==> src/timer16_defs.svh <==
// register offsets, field positions, reset values and timing of the 16-bit timer
`ifndef TIMER16_DEFS_SVH
`define TIMER16_DEFS_SVH
`define ADDR_IRQ_CTRL 8'h0B
`define ADDR_FLAGS    8'h0C
`define ADDR_CNT_LO   8'h0E
`define ADDR_CNT_HI   8'h0F
`define ADDR_TCTRL    8'h10
`define ADDR_IRQ_EN   8'h8C
`define TC_ON         0
`define TC_SRC        1
`define TC_SYNC_DIS   2
`define TC_OSC_EN     3
`define TC_PS_LSB     4
`define TC_PS_MSB     5
`define TC_GATE_EN    6
`define IC_PERIPH_EN  6
`define IC_GLOBAL_EN  7
`define FLAG_OVF      0
`define EN_OVF        0
`define TCTRL_RST     7'h00
`define CNT_RST       16'h0000
`define CNT_MAX       16'hFFFF
`define INSTR_DIV     4
`endif

==> src/timer16_pkg.sv <==
// types shared by the 16-bit timer modules
package timer16_pkg;
  typedef enum logic [2:0]
  {
    MODE_TIMER = 3'b001,
    MODE_SYNC  = 3'b010,
    MODE_ASYNC = 3'b100
  } mode_t;
  typedef logic [1:0] prescale_t;
endpackage

==> src/timer16_prescaler.sv <==
// 1/2/4/8 prescaler in front of the 16-bit count
`timescale 1ns/1ps
module timer16_prescaler
  import timer16_pkg::*;
(
  // clock and reset
  input  wire logic      i_clk,
  input  wire logic      i_nrst,
  // control
  input  wire logic      i_tick,
  input  wire logic      i_clear,
  input  wire prescale_t i_sel,
  // divided tick
  output logic           o_tick
);
  logic [2:0] cnt_q;
  logic [2:0] cnt_d;
  logic [2:0] mask;

  always_comb
  begin
    case (i_sel)
      2'h0:    mask = 3'h0;
      2'h1:    mask = 3'h1;
      2'h2:    mask = 3'h3;
      default: mask = 3'h7;
    endcase
    o_tick = i_tick && !i_clear && ((cnt_q & mask) == mask);
    cnt_d = cnt_q;
    if (i_clear)
      cnt_d = 3'h0;
    else if (i_tick)
      cnt_d = 3'(cnt_q + 3'h1);
  end

  // counter cannot be read or written over the bus; a count write only clears it
  always_ff @(posedge i_clk or negedge i_nrst)
  begin
    if (!i_nrst)
      cnt_q <= 3'h0;
    else
      cnt_q <= cnt_d;
  end
endmodule

==> src/timer16.sv <==
// 16-bit timer/counter with prescaler, gate, overflow flag and register port
//
// Implementation choices: the register addresses and the strobed register port.
`timescale 1ns/1ps
`include "timer16_defs.svh"
module timer16
  import timer16_pkg::*;
#(
  parameter int INSTR_DIV = `INSTR_DIV
)
(
  // clock and reset
  input  wire logic       i_clk,
  input  wire logic       i_nrst,
  // register port
  input  wire logic [7:0] i_addr,
  input  wire logic [7:0] i_wdata,
  input  wire logic       i_wr,
  input  wire logic       i_rd,
  output logic      [7:0] o_rdata,
  // system state
  input  wire logic       i_sleep,
  input  wire logic       i_internal_oscillator,
  // pins
  input  wire logic       i_ext_count_clock,
  input  wire logic       i_low_power_crystal,
  input  wire logic       i_count_gate_n,
  // outputs
  output logic            o_irq,
  output logic            o_wake,
  output logic            o_crystal_osc_enable
);
  localparam int DW = (INSTR_DIV > 1) ? $clog2(INSTR_DIV) : 1;
  localparam logic [DW-1:0] DIV_LAST = DW'(INSTR_DIV - 1);

  // registers
  logic [15:0]   cnt_q, cnt_d;
  logic [6:0]    tctrl_q, tctrl_d;
  logic          flag_q, flag_d;
  logic          ovf_en_q, ovf_en_d;
  logic          periph_en_q, periph_en_d;
  logic          global_en_q, global_en_d;
  logic [7:0]    rdata_q, rdata_d;
  logic [DW-1:0] div_q, div_d;
  logic [2:0]    src_sync_q, src_sync_d;
  logic [2:0]    gate_sync_q, gate_sync_d;
  logic          src_lvl_q, src_lvl_d;
  logic          gate_lvl_q, gate_lvl_d;
  logic          armed_q, armed_d;
  logic          pend_q, pend_d;

  // combinational
  mode_t mode;
  logic  src_raw;
  logic  instr_tick;
  logic  ext_rise;
  logic  ext_fall;
  logic  rise_ok;
  logic  src_tick;
  logic  gate_open;
  logic  run;
  logic  inc;
  logic  wr_lo;
  logic  wr_hi;
  logic  cnt_wr;
  logic  wrap;

  always_comb
  begin
    wr_lo  = i_wr && (i_addr == `ADDR_CNT_LO);
    wr_hi  = i_wr && (i_addr == `ADDR_CNT_HI);
    cnt_wr = wr_lo || wr_hi;
    // crystal only usable while the core runs from the internal oscillator
    src_raw = (tctrl_q[`TC_OSC_EN] && i_internal_oscillator) ? i_low_power_crystal
                                                             : i_ext_count_clock;
    if (!tctrl_q[`TC_SRC])
      mode = MODE_TIMER;
    else if (tctrl_q[`TC_SYNC_DIS])
      mode = MODE_ASYNC;
    else
      mode = MODE_SYNC;
  end

  // pin synchronisers and instruction-cycle divider
  always_comb
  begin
    src_sync_d  = {src_sync_q[1:0], src_raw};
    gate_sync_d = {gate_sync_q[1:0], i_count_gate_n};
    src_lvl_d   = (src_sync_q[1] == src_sync_q[2]) ? src_sync_q[2] : src_lvl_q;
    gate_lvl_d  = (gate_sync_q[1] == gate_sync_q[2]) ? gate_sync_q[2] : gate_lvl_q;
    ext_rise    = src_lvl_d && !src_lvl_q;
    ext_fall    = !src_lvl_d && src_lvl_q;
    // core clock stops in sleep, so instruction cycles stop too
    instr_tick  = !i_sleep && (div_q == DIV_LAST);
    if (i_sleep)
      div_d = div_q;
    else if (div_q == DIV_LAST)
      div_d = '0;
    else
      div_d = DW'(div_q + 1'b1);
  end

  // counting path
  always_comb
  begin
    gate_open = !tctrl_q[`TC_GATE_EN] || !gate_lvl_q;
    run       = tctrl_q[`TC_ON] && gate_open;
    rise_ok   = ext_rise && armed_q;
    armed_d   = armed_q;
    if (!(tctrl_q[`TC_ON] && tctrl_q[`TC_SRC]))
      armed_d = 1'b0;
    else if (ext_fall)
      armed_d = 1'b1;
    pend_d = 1'b0;
    case (mode)
      MODE_TIMER:
      begin
        src_tick = instr_tick;
      end
      MODE_SYNC:
      begin
        // edge waits for the next instruction cycle boundary
        src_tick = instr_tick && (pend_q || rise_ok);
        pend_d   = tctrl_q[`TC_ON] && !instr_tick && (pend_q || rise_ok);
      end
      MODE_ASYNC:
      begin
        // independent of the core clock enable, so it runs in sleep
        src_tick = rise_ok;
      end
      default:
      begin
        src_tick = 1'b0;
      end
    endcase
  end

  timer16_prescaler u_presc
  (
    .i_clk   (i_clk),
    .i_nrst  (i_nrst),
    .i_tick  (run && src_tick),
    .i_clear (cnt_wr),
    .i_sel   (tctrl_q[`TC_PS_MSB:`TC_PS_LSB]),
    .o_tick  (inc)
  );

  // register file and count
  always_comb
  begin
    wrap        = inc && !cnt_wr && (cnt_q == `CNT_MAX);
    cnt_d       = cnt_q;
    tctrl_d     = tctrl_q;
    flag_d      = flag_q;
    ovf_en_d    = ovf_en_q;
    periph_en_d = periph_en_q;
    global_en_d = global_en_q;
    rdata_d     = 8'h00;
    // a write racing an increment wins; software should stop first
    if (wr_lo)
      cnt_d = {cnt_q[15:8], i_wdata};
    else if (wr_hi)
      cnt_d = {i_wdata, cnt_q[7:0]};
    else if (inc)
      cnt_d = 16'(cnt_q + 16'h0001);
    if (i_wr)
    begin
      case (i_addr)
        `ADDR_TCTRL:    tctrl_d = i_wdata[6:0];
        `ADDR_FLAGS:    flag_d = i_wdata[`FLAG_OVF];
        `ADDR_IRQ_EN:   ovf_en_d = i_wdata[`EN_OVF];
        `ADDR_IRQ_CTRL:
        begin
          periph_en_d = i_wdata[`IC_PERIPH_EN];
          global_en_d = i_wdata[`IC_GLOBAL_EN];
        end
        default:        ;
      endcase
    end
    // a wrap in the clearing cycle keeps the flag set
    if (wrap)
      flag_d = 1'b1;
    if (i_rd)
    begin
      case (i_addr)
        `ADDR_CNT_LO:   rdata_d = cnt_q[7:0];
        `ADDR_CNT_HI:   rdata_d = cnt_q[15:8];
        `ADDR_TCTRL:    rdata_d = {1'b0, tctrl_q};
        `ADDR_FLAGS:    rdata_d = {7'h00, flag_q};
        `ADDR_IRQ_EN:   rdata_d = {7'h00, ovf_en_q};
        `ADDR_IRQ_CTRL: rdata_d = {global_en_q, periph_en_q, 6'h00};
        default:        rdata_d = 8'h00;
      endcase
    end
  end

  always_ff @(posedge i_clk or negedge i_nrst)
  begin
    if (!i_nrst)
    begin
      cnt_q       <= `CNT_RST;
      tctrl_q     <= `TCTRL_RST;
      flag_q      <= 1'b0;
      ovf_en_q    <= 1'b0;
      periph_en_q <= 1'b0;
      global_en_q <= 1'b0;
      rdata_q     <= 8'h00;
      div_q       <= '0;
      src_sync_q  <= 3'h0;
      gate_sync_q <= 3'h0;
      src_lvl_q   <= 1'b0;
      gate_lvl_q  <= 1'b0;
      armed_q     <= 1'b0;
      pend_q      <= 1'b0;
    end
    else
    begin
      cnt_q       <= cnt_d;
      tctrl_q     <= tctrl_d;
      flag_q      <= flag_d;
      ovf_en_q    <= ovf_en_d;
      periph_en_q <= periph_en_d;
      global_en_q <= global_en_d;
      rdata_q     <= rdata_d;
      div_q       <= div_d;
      src_sync_q  <= src_sync_d;
      gate_sync_q <= gate_sync_d;
      src_lvl_q   <= src_lvl_d;
      gate_lvl_q  <= gate_lvl_d;
      armed_q     <= armed_d;
      pend_q      <= pend_d;
    end
  end

  assign o_rdata              = rdata_q;
  assign o_irq                = flag_q && ovf_en_q && periph_en_q && global_en_q;
  assign o_wake               = flag_q && ovf_en_q && periph_en_q;
  assign o_crystal_osc_enable = tctrl_q[`TC_OSC_EN];
endmodule

==> config.mk <==
export PLATFORM = sky130hd
export DESIGN_NAME = timer16
export DESIGN_NICKNAME = d
export VERILOG_FILES = /design/src/timer16_pkg.sv /design/src/timer16_prescaler.sv /design/src/timer16.sv
export VERILOG_INCLUDE_DIRS = /design/src /design/src/src
export SDC_FILE = /design/constraint.sdc
export NUM_CORES = 1
export LEC_CHECK = 0
export BUFFER_PORTS_ARGS = -buffer_cell sky130_fd_sc_hd__buf_2
export CORE_MARGIN = 1
export CORE_UTILIZATION = 30
export CTS_CLUSTER_SIZE = 20
export DETAILED_ROUTE_END_ITERATION = 6
export PLACE_DENSITY = 0.58
export SETUP_SLACK_MARGIN = 0.15
export SYNTH_ARGS = -nofsm -noshare
export SYNTH_HDL_FRONTEND = slang
export SYNTH_SLANG_ARGS = --single-unit
==> constraint.sdc <==
create_clock -name i_clk -period 3.82 [get_ports i_clk]
set_clock_uncertainty 0.15 [all_clocks]
set_input_delay 0 -clock i_clk [delete_from_list [all_inputs] [get_ports i_clk]]
set_output_delay 0 -clock i_clk [all_outputs]
set_load 0.05 [all_outputs]
* Word level (Yosys, flattened, before mapping)
Cells that the tools add are included.
Cells by class: add/subtract/negate cells 3, reductions and logical operators 42, $lt $le $gt $ge 0, divide/modulo/power cells 0, equal/unequal tests 18, shift operators 0, bitwise operators 2, multiply operators 0, multiplexer cells 20
Operators by type and width (count):
- $pmux 8 s6 | 1
- $eq 8x4->1 const B | 4
- $mux 16 | 2
- $logic_and 1x1->1 | 20
- $add 16x1->16 const B | 1
- $eq 16x16->1 const B | 1
- $mux 8 | 2
- $mux 3 | 4
- $reduce_and 2->1 | 6
- $reduce_bool 2->1 | 5
- $pmux 3 s3 | 1
- $eq 8x5->1 const B | 1
- $eq 8x8->1 const B | 1
- $mux 1 | 8
- $logic_not 1->1 | 7
- $eq 2x2->1 const B | 2
- $ne 2x2->1 const B | 2
- $add 3x1->3 const B | 1
- $and 3x3->3 | 1
- $eq 3x1->1 const B | 1
- $eq 3x2->1 const B | 1
- $eq 3x3->1 | 1
- $eq 3x3->1 const B | 1
- $logic_or 1x1->1 | 3
- other kinds (7) | 8
Storage, ports and cells: latch bits 0, input port bits 25, memory bits (writable) 0, ROM bits 0, logic and storage cells 101, memories kept 0, flip-flop bits (word level) 50, output and inout port bits 11

* Depth between registers and ports, before layout
word-level depth 14, gate-level depth with buffers 8, gate-level depth less buffers 7

* Cells and area by module
A second synthesis with hierarchy kept.
Second synthesis, totals: cell total of the unflattened synthesis 240, area, all modules 2583.7 sq um
By module, submodules not included:
- timer16 | times used 1, sequential area each 1176.1 sq um, area each 2424.8 sq um, cells an instance 223
- timer16_prescaler | times used 1, sequential area each 75.1 sq um, area each 158.9 sq um, cells an instance 17

* Worst setup path after synthesis
No wires, ideal clock.
kind flip-flop to flip-flop, from register div_q[0], to register cnt_q[6], period minus slack after synthesis 1.956 ns, path slack 1.864 ns, arrival time 1.672 ns, buffers on the path 0, library setup time 0.134 ns, stages on the path, launching flop included 8, path through dfrtp_1 -> ha_1 -> nand2b_1 -> a21oi_1 -> o211ai_1 -> nor3_2 -> a211oi_1 -> nor3_1
Between the ends: word-level cells in the longest chain between the ends 9
RTL lines:
- start, declared | RTL line timer16.sv:44 | logic [DW-1:0] div_q, div_d;
- start signal, assigned | RTL line timer16.sv:225 | div_q <= div_d;
- $eq 2x2->1 * | RTL line timer16.sv:94 | instr_tick = !i_sleep && (div_q == DIV_LAST);
- $logic_and 1x1->1 * | RTL line timer16.sv:94
- $logic_and 1x1->1 | RTL line timer16.sv:123 | src_tick = instr_tick && (pend_q || rise_ok);
- $pmux 1 s3 * | RTL line timer16.sv:115 | case (mode)
- $logic_and 1x1->1 * | RTL line timer16.sv:142 | .i_tick (run && src_tick),
- $logic_and 1x1->1 * (2 in a row) | RTL line timer16_prescaler.sv:28 | o_tick = i_tick && !i_clear && ((cnt_q & mask) == mask);
- $reduce_bool 2->1 (no source line) *
- $reduce_and 2->1 (no source line) *
- end signal, assigned | RTL line timer16.sv:201 | cnt_q <= `CNT_RST;
- end signal, assigned | RTL line timer16.sv:218 | cnt_q <= cnt_d;
- end, declared | RTL line timer16.sv:37 | logic [15:0] cnt_q, cnt_d;
Mark *: on every way between the ends. The rest lies on a longest branch, timed or not. A chain may end at the register's enable or synchronous reset.

* Worst setup path in the final report
from input port i_addr[7], to register cnt_q[7]
Between the ends: word-level cells in the longest chain between the ends 8, elaborated cells between the ends (all ways) 12, those cells by class eq/ne: 3; mux: 1; reduce/logical: 8
RTL lines:
- start, declared | RTL line timer16.sv:16 | input wire logic [7:0] i_addr,
- $eq 8x4->1
- $logic_and 1x1->1, on equally long branches | RTL line timer16.sv:70, timer16.sv:71
- $logic_or 1x1->1 | RTL line timer16.sv:72 | cnt_wr = wr_lo || wr_hi;
- $logic_not 1->1 | RTL line timer16_prescaler.sv:28
- $logic_and 1x1->1 (2 in a row) | RTL line timer16_prescaler.sv:28
- $reduce_bool 2->1 (no source line)
- $reduce_and 2->1 (no source line)
Several ways; a longest one is shown, not always the timed one.

==> results by group <==
Run status
  • Status: finished, violations left
  • Failing checks: design-rule violations

Cells and area
  • Fillers: 836
  • Final Cell Area: approximately 0.0031 sq mm
  • Layout cell share with drive strength beyond 1: 0.2407
  • P&R area growth vs syn: 21.89%
  • ANT cells: 0
  • Area of the multi-input gates: between 0.001 and 0.0015 sq mm
  • FF+latch area: approximately 0.0013 sq mm
  • Commonest non-fill, non-tap cell in the layout: dfrtp_1
  • Highest-count cells in the layout ignoring fill and taps: 50 x dfrtp_1, 35 x buf_2, 22 x nor2_1, 17 x nand2_1, 16 x dlygate4sd3_1
  • Nets: ~320

Worst setup path
  • Reg-to-Reg End: cnt_q[6]
  • Worst setup startpoint: i_addr[7]
  • R2R Path Start: src_lvl_q
  • Worst Path Max Fanout: 15
  • Crit path DAT: around 2700 ps
  • CP startpoint kind: input port
  • Worst r2r path cells: 6
  • Req. time, crit path: 3880 ps
  • R2R Setup Slk: between 1000 and 1500 ps
  • Crit end category: register
  • Kind of critical path: in2reg

Clocking
  • Root buf cell: clkbuf_8
  • Clock sinks: 50
  • Htree depth: 2
  • Clock transition at the registers of the reported paths: around 100 ps
  • Later-pin clock latency in the skew report: 310 ps
  • CTS Buf Count: 5
  • Post-CTS setup buffers: 0
  • Clock Path Buffers: 2
  • TritonCTS clock tree: done

STA
  • Final Max Tran Viols: 0
  • Hold slack final: between 20 and 25 ps
  • Final Critical Period: between 2000 and 3000 ps
  • TNS Setup: 0 ps
  • RSZ-0062 raised after global routing: false
  • FMAX: approximately 370 MHz
  • Max-slew headroom: 0.3070
  • Final hold viol count: 0
  • # setup viols final: 0
  • Final worst slack: 1147 ps
  • Final Cycle Share: 0.6999
  • Least-Margin Pin Slew: 1032 ps

Floorplanning
  • Die Ht: 93.97 um
  • CORE AREA: slightly above 0.008 sq mm
  • # IOs: 36
  • Die area: between 0.008 and 0.009 sq mm
  • Cell Rows: 33
  • Die width: 93.97 um
  • Initial core utilization: 0.3088

Synth
  • Ys async rst share: 1.000
  • Share of the synthesized area in the top cell type: 0.4931
  • Number of flops mapped to enable cells by yosys: 0
  • Yosys top cell by area: dfrtp_1
  • Leading post-synthesis cells by cell area: dfrtp_1 49%, mux2_2 5.8%, nor2_1 3.3%, a222oi_1 3.2%, nand2_1 2.5%
  • Synth Flop Type: dfrtp_1
  • Yosys warns: 0
  • Yosys reg bits: 50
  • Syn nets: approximately 270
  • Mapped Avg Cell Area: between 10 and 15 sq um
  • Post-synth design cell area: 0.002537 sq mm
  • Cell variety after synth: a little under 50
  • Syn Inst Count: roughly 240
  • Sequential fraction of the synthesis area: 0.4931

Placement
  • Placer congestion estimate: 0.8665
  • Port Buffer Count: 35
  • Area after DPL: around 0.0028 sq mm
  • Detail Placement HPWL: 4502 um
  • Place WS: roughly 1400 ps

Global routing
  • Largest net degree at the start of global routing: just over 50
  • Tot GR Track Use: 0.1580
  • Residual overflow from global routing: 0
  • First-pass GRT wire length: 10520 um
  • Vias in the first global route: roughly 2000
  • Initial antenna violation count: 0

Worst hold path
  • HP Start: i_addr[5]
  • Hold crit path type: in2reg
  • Hold Path Depth: 5
  • WHS Endpoint: flag_q

Routing
  • TritonRoute pass-1 iters: 7
  • Total wire length: 6394 um
  • Vias: 2138
  • Via density: around 5.3
  • # DRC: 2
  • Post-route ant nets: 0
  • Iter 0 DRT Violations: 292
  • WL/cell: around 16 um

Power
  • PD cells: between 300 and 400 mW/mm^2
  • P_leak: between 1 and 1.5 nW
  • Max VDD drop: approximately 0.15 mV

Run
  • Maxcap violations: 0
## repair_timing
item                       4_1_cts  5_1_grt
hold endpoints to repair        90        0
setup endpoints to repair        0        0
gates resized for setup          0        0
hold buffers                    16        0
## critical path, cell delays in order
cell and delay (ps):
dlygate4sd3_1 530, buf_2 150, or4b_1 660, or3_1 710
nor2_4 390, a21oi_1 80, o21a_1 210
## state kept, by name, summed over array words and instances, names as in the netlist
signal / count
armed_q: 1
u_presc.cnt_q: 3
ovf_en_q: 1
flag_q: 1
pend_q: 1
div_q: 2
src_lvl_q: 1
src_sync_q: 3
o_rdata: 8
gate_sync_q: 3
cnt_q: 16
global_en_q: 1
gate_lvl_q: 1
tctrl_q: 7
periph_en_q: 1
## worst max-delay path by stage
stage          slack [ps]         to  cells past startpoint
2_1_floorplan        1860   cnt_q[6]                      7
3_3_place_gp         1420   cnt_q[7]                      6
3_5_place_dp         1400   cnt_q[7]                      6
4_1_cts              1180   cnt_q[7]                      7
5_1_grt              1010  cnt_q[11]                      8
6_report             1150   cnt_q[7]                      7
## metal layers
layer  global-route usage  vias up  wire length (um)
met5                    0        -                 0
met4              0.04615        0                83
met3              0.02670        6               439
met2               0.2524       83              2974
met1               0.2185     1036              2897
li1                     -     1013                 -
## power by group
| group | switching (W) | internal [W] | leakage [nW] |
|---|---|---|---|
| sequential | 0.0000559 | 0.000577 | 0.660 |
| clock | 0.000190 | 0.000200 | 0.0563 |
| combinational | 0.0000785 | 0.0000754 | 0.687 |
## kinds of logic (layout without fill, tap and decap cells)
logic type / after synthesis / after routing / synth area share
AND/OR/NAND/NOR: 101 / 101 / 0.2253
AO/OA/AOI/OAI: 52 / 52 / 0.1494
flip-flops: 50 / 50 / 0.4931
multiplexers: 16 / 16 / 0.06953
buffers and inverters: 11 / 67 / 0.02613
adder cells (fa/ha/maj): 5 / 5 / 0.02268
XOR/XNOR: 4 / 4 / 0.01381
## final cells by class
class                           count  area share
Clock buffer                        5     0.02225
Sequential cell                    50      0.4045
Multi-Input combinational cell    178      0.3944
Timing Repair Buffer               53      0.1133
Tap cell                          105     0.04248
Inverter                            6    0.007282
Clock inverter                      3     0.01578
## synthesized netlist by cell type, types with 2 or more instances
library cell / count
xnor2_1: 3
maj3_1: 2
a21oi_1: 10
nand2b_1: 4
o211ai_1: 2
inv_1: 6
a22oi_1: 2
a31o_2: 2
buf_2: 2
nand2_1: 17
nand3_1: 8
nor3_1: 12
nor2_1: 22
nor4_1: 2
and3_1: 9
mux2_2: 13
mux2i_1: 3
nand4_1: 6
dfrtp_1: 50
o21ai_0: 9
a31oi_1: 2
nor2b_1: 2
ha_1: 3
nand2_2: 2
o21a_1: 2
a211oi_1: 3
buf_6: 3
or3_1: 4
a21o_1: 2
nor3_2: 3
a222oi_1: 8
o211a_1: 4
## per-stage QoR
step,util,std cells,total power (W)
after floorplan,-,239,0.0007183
after global placement,0.3426,376,0.0007800
after detailed placement,0.3426,376,0.0007815
after CTS,0.3764,400,0.001185
after global routing,0.3764,400,0.001241
final,0.3764,400,0.001176
Power figures use the tool's default switching activity.
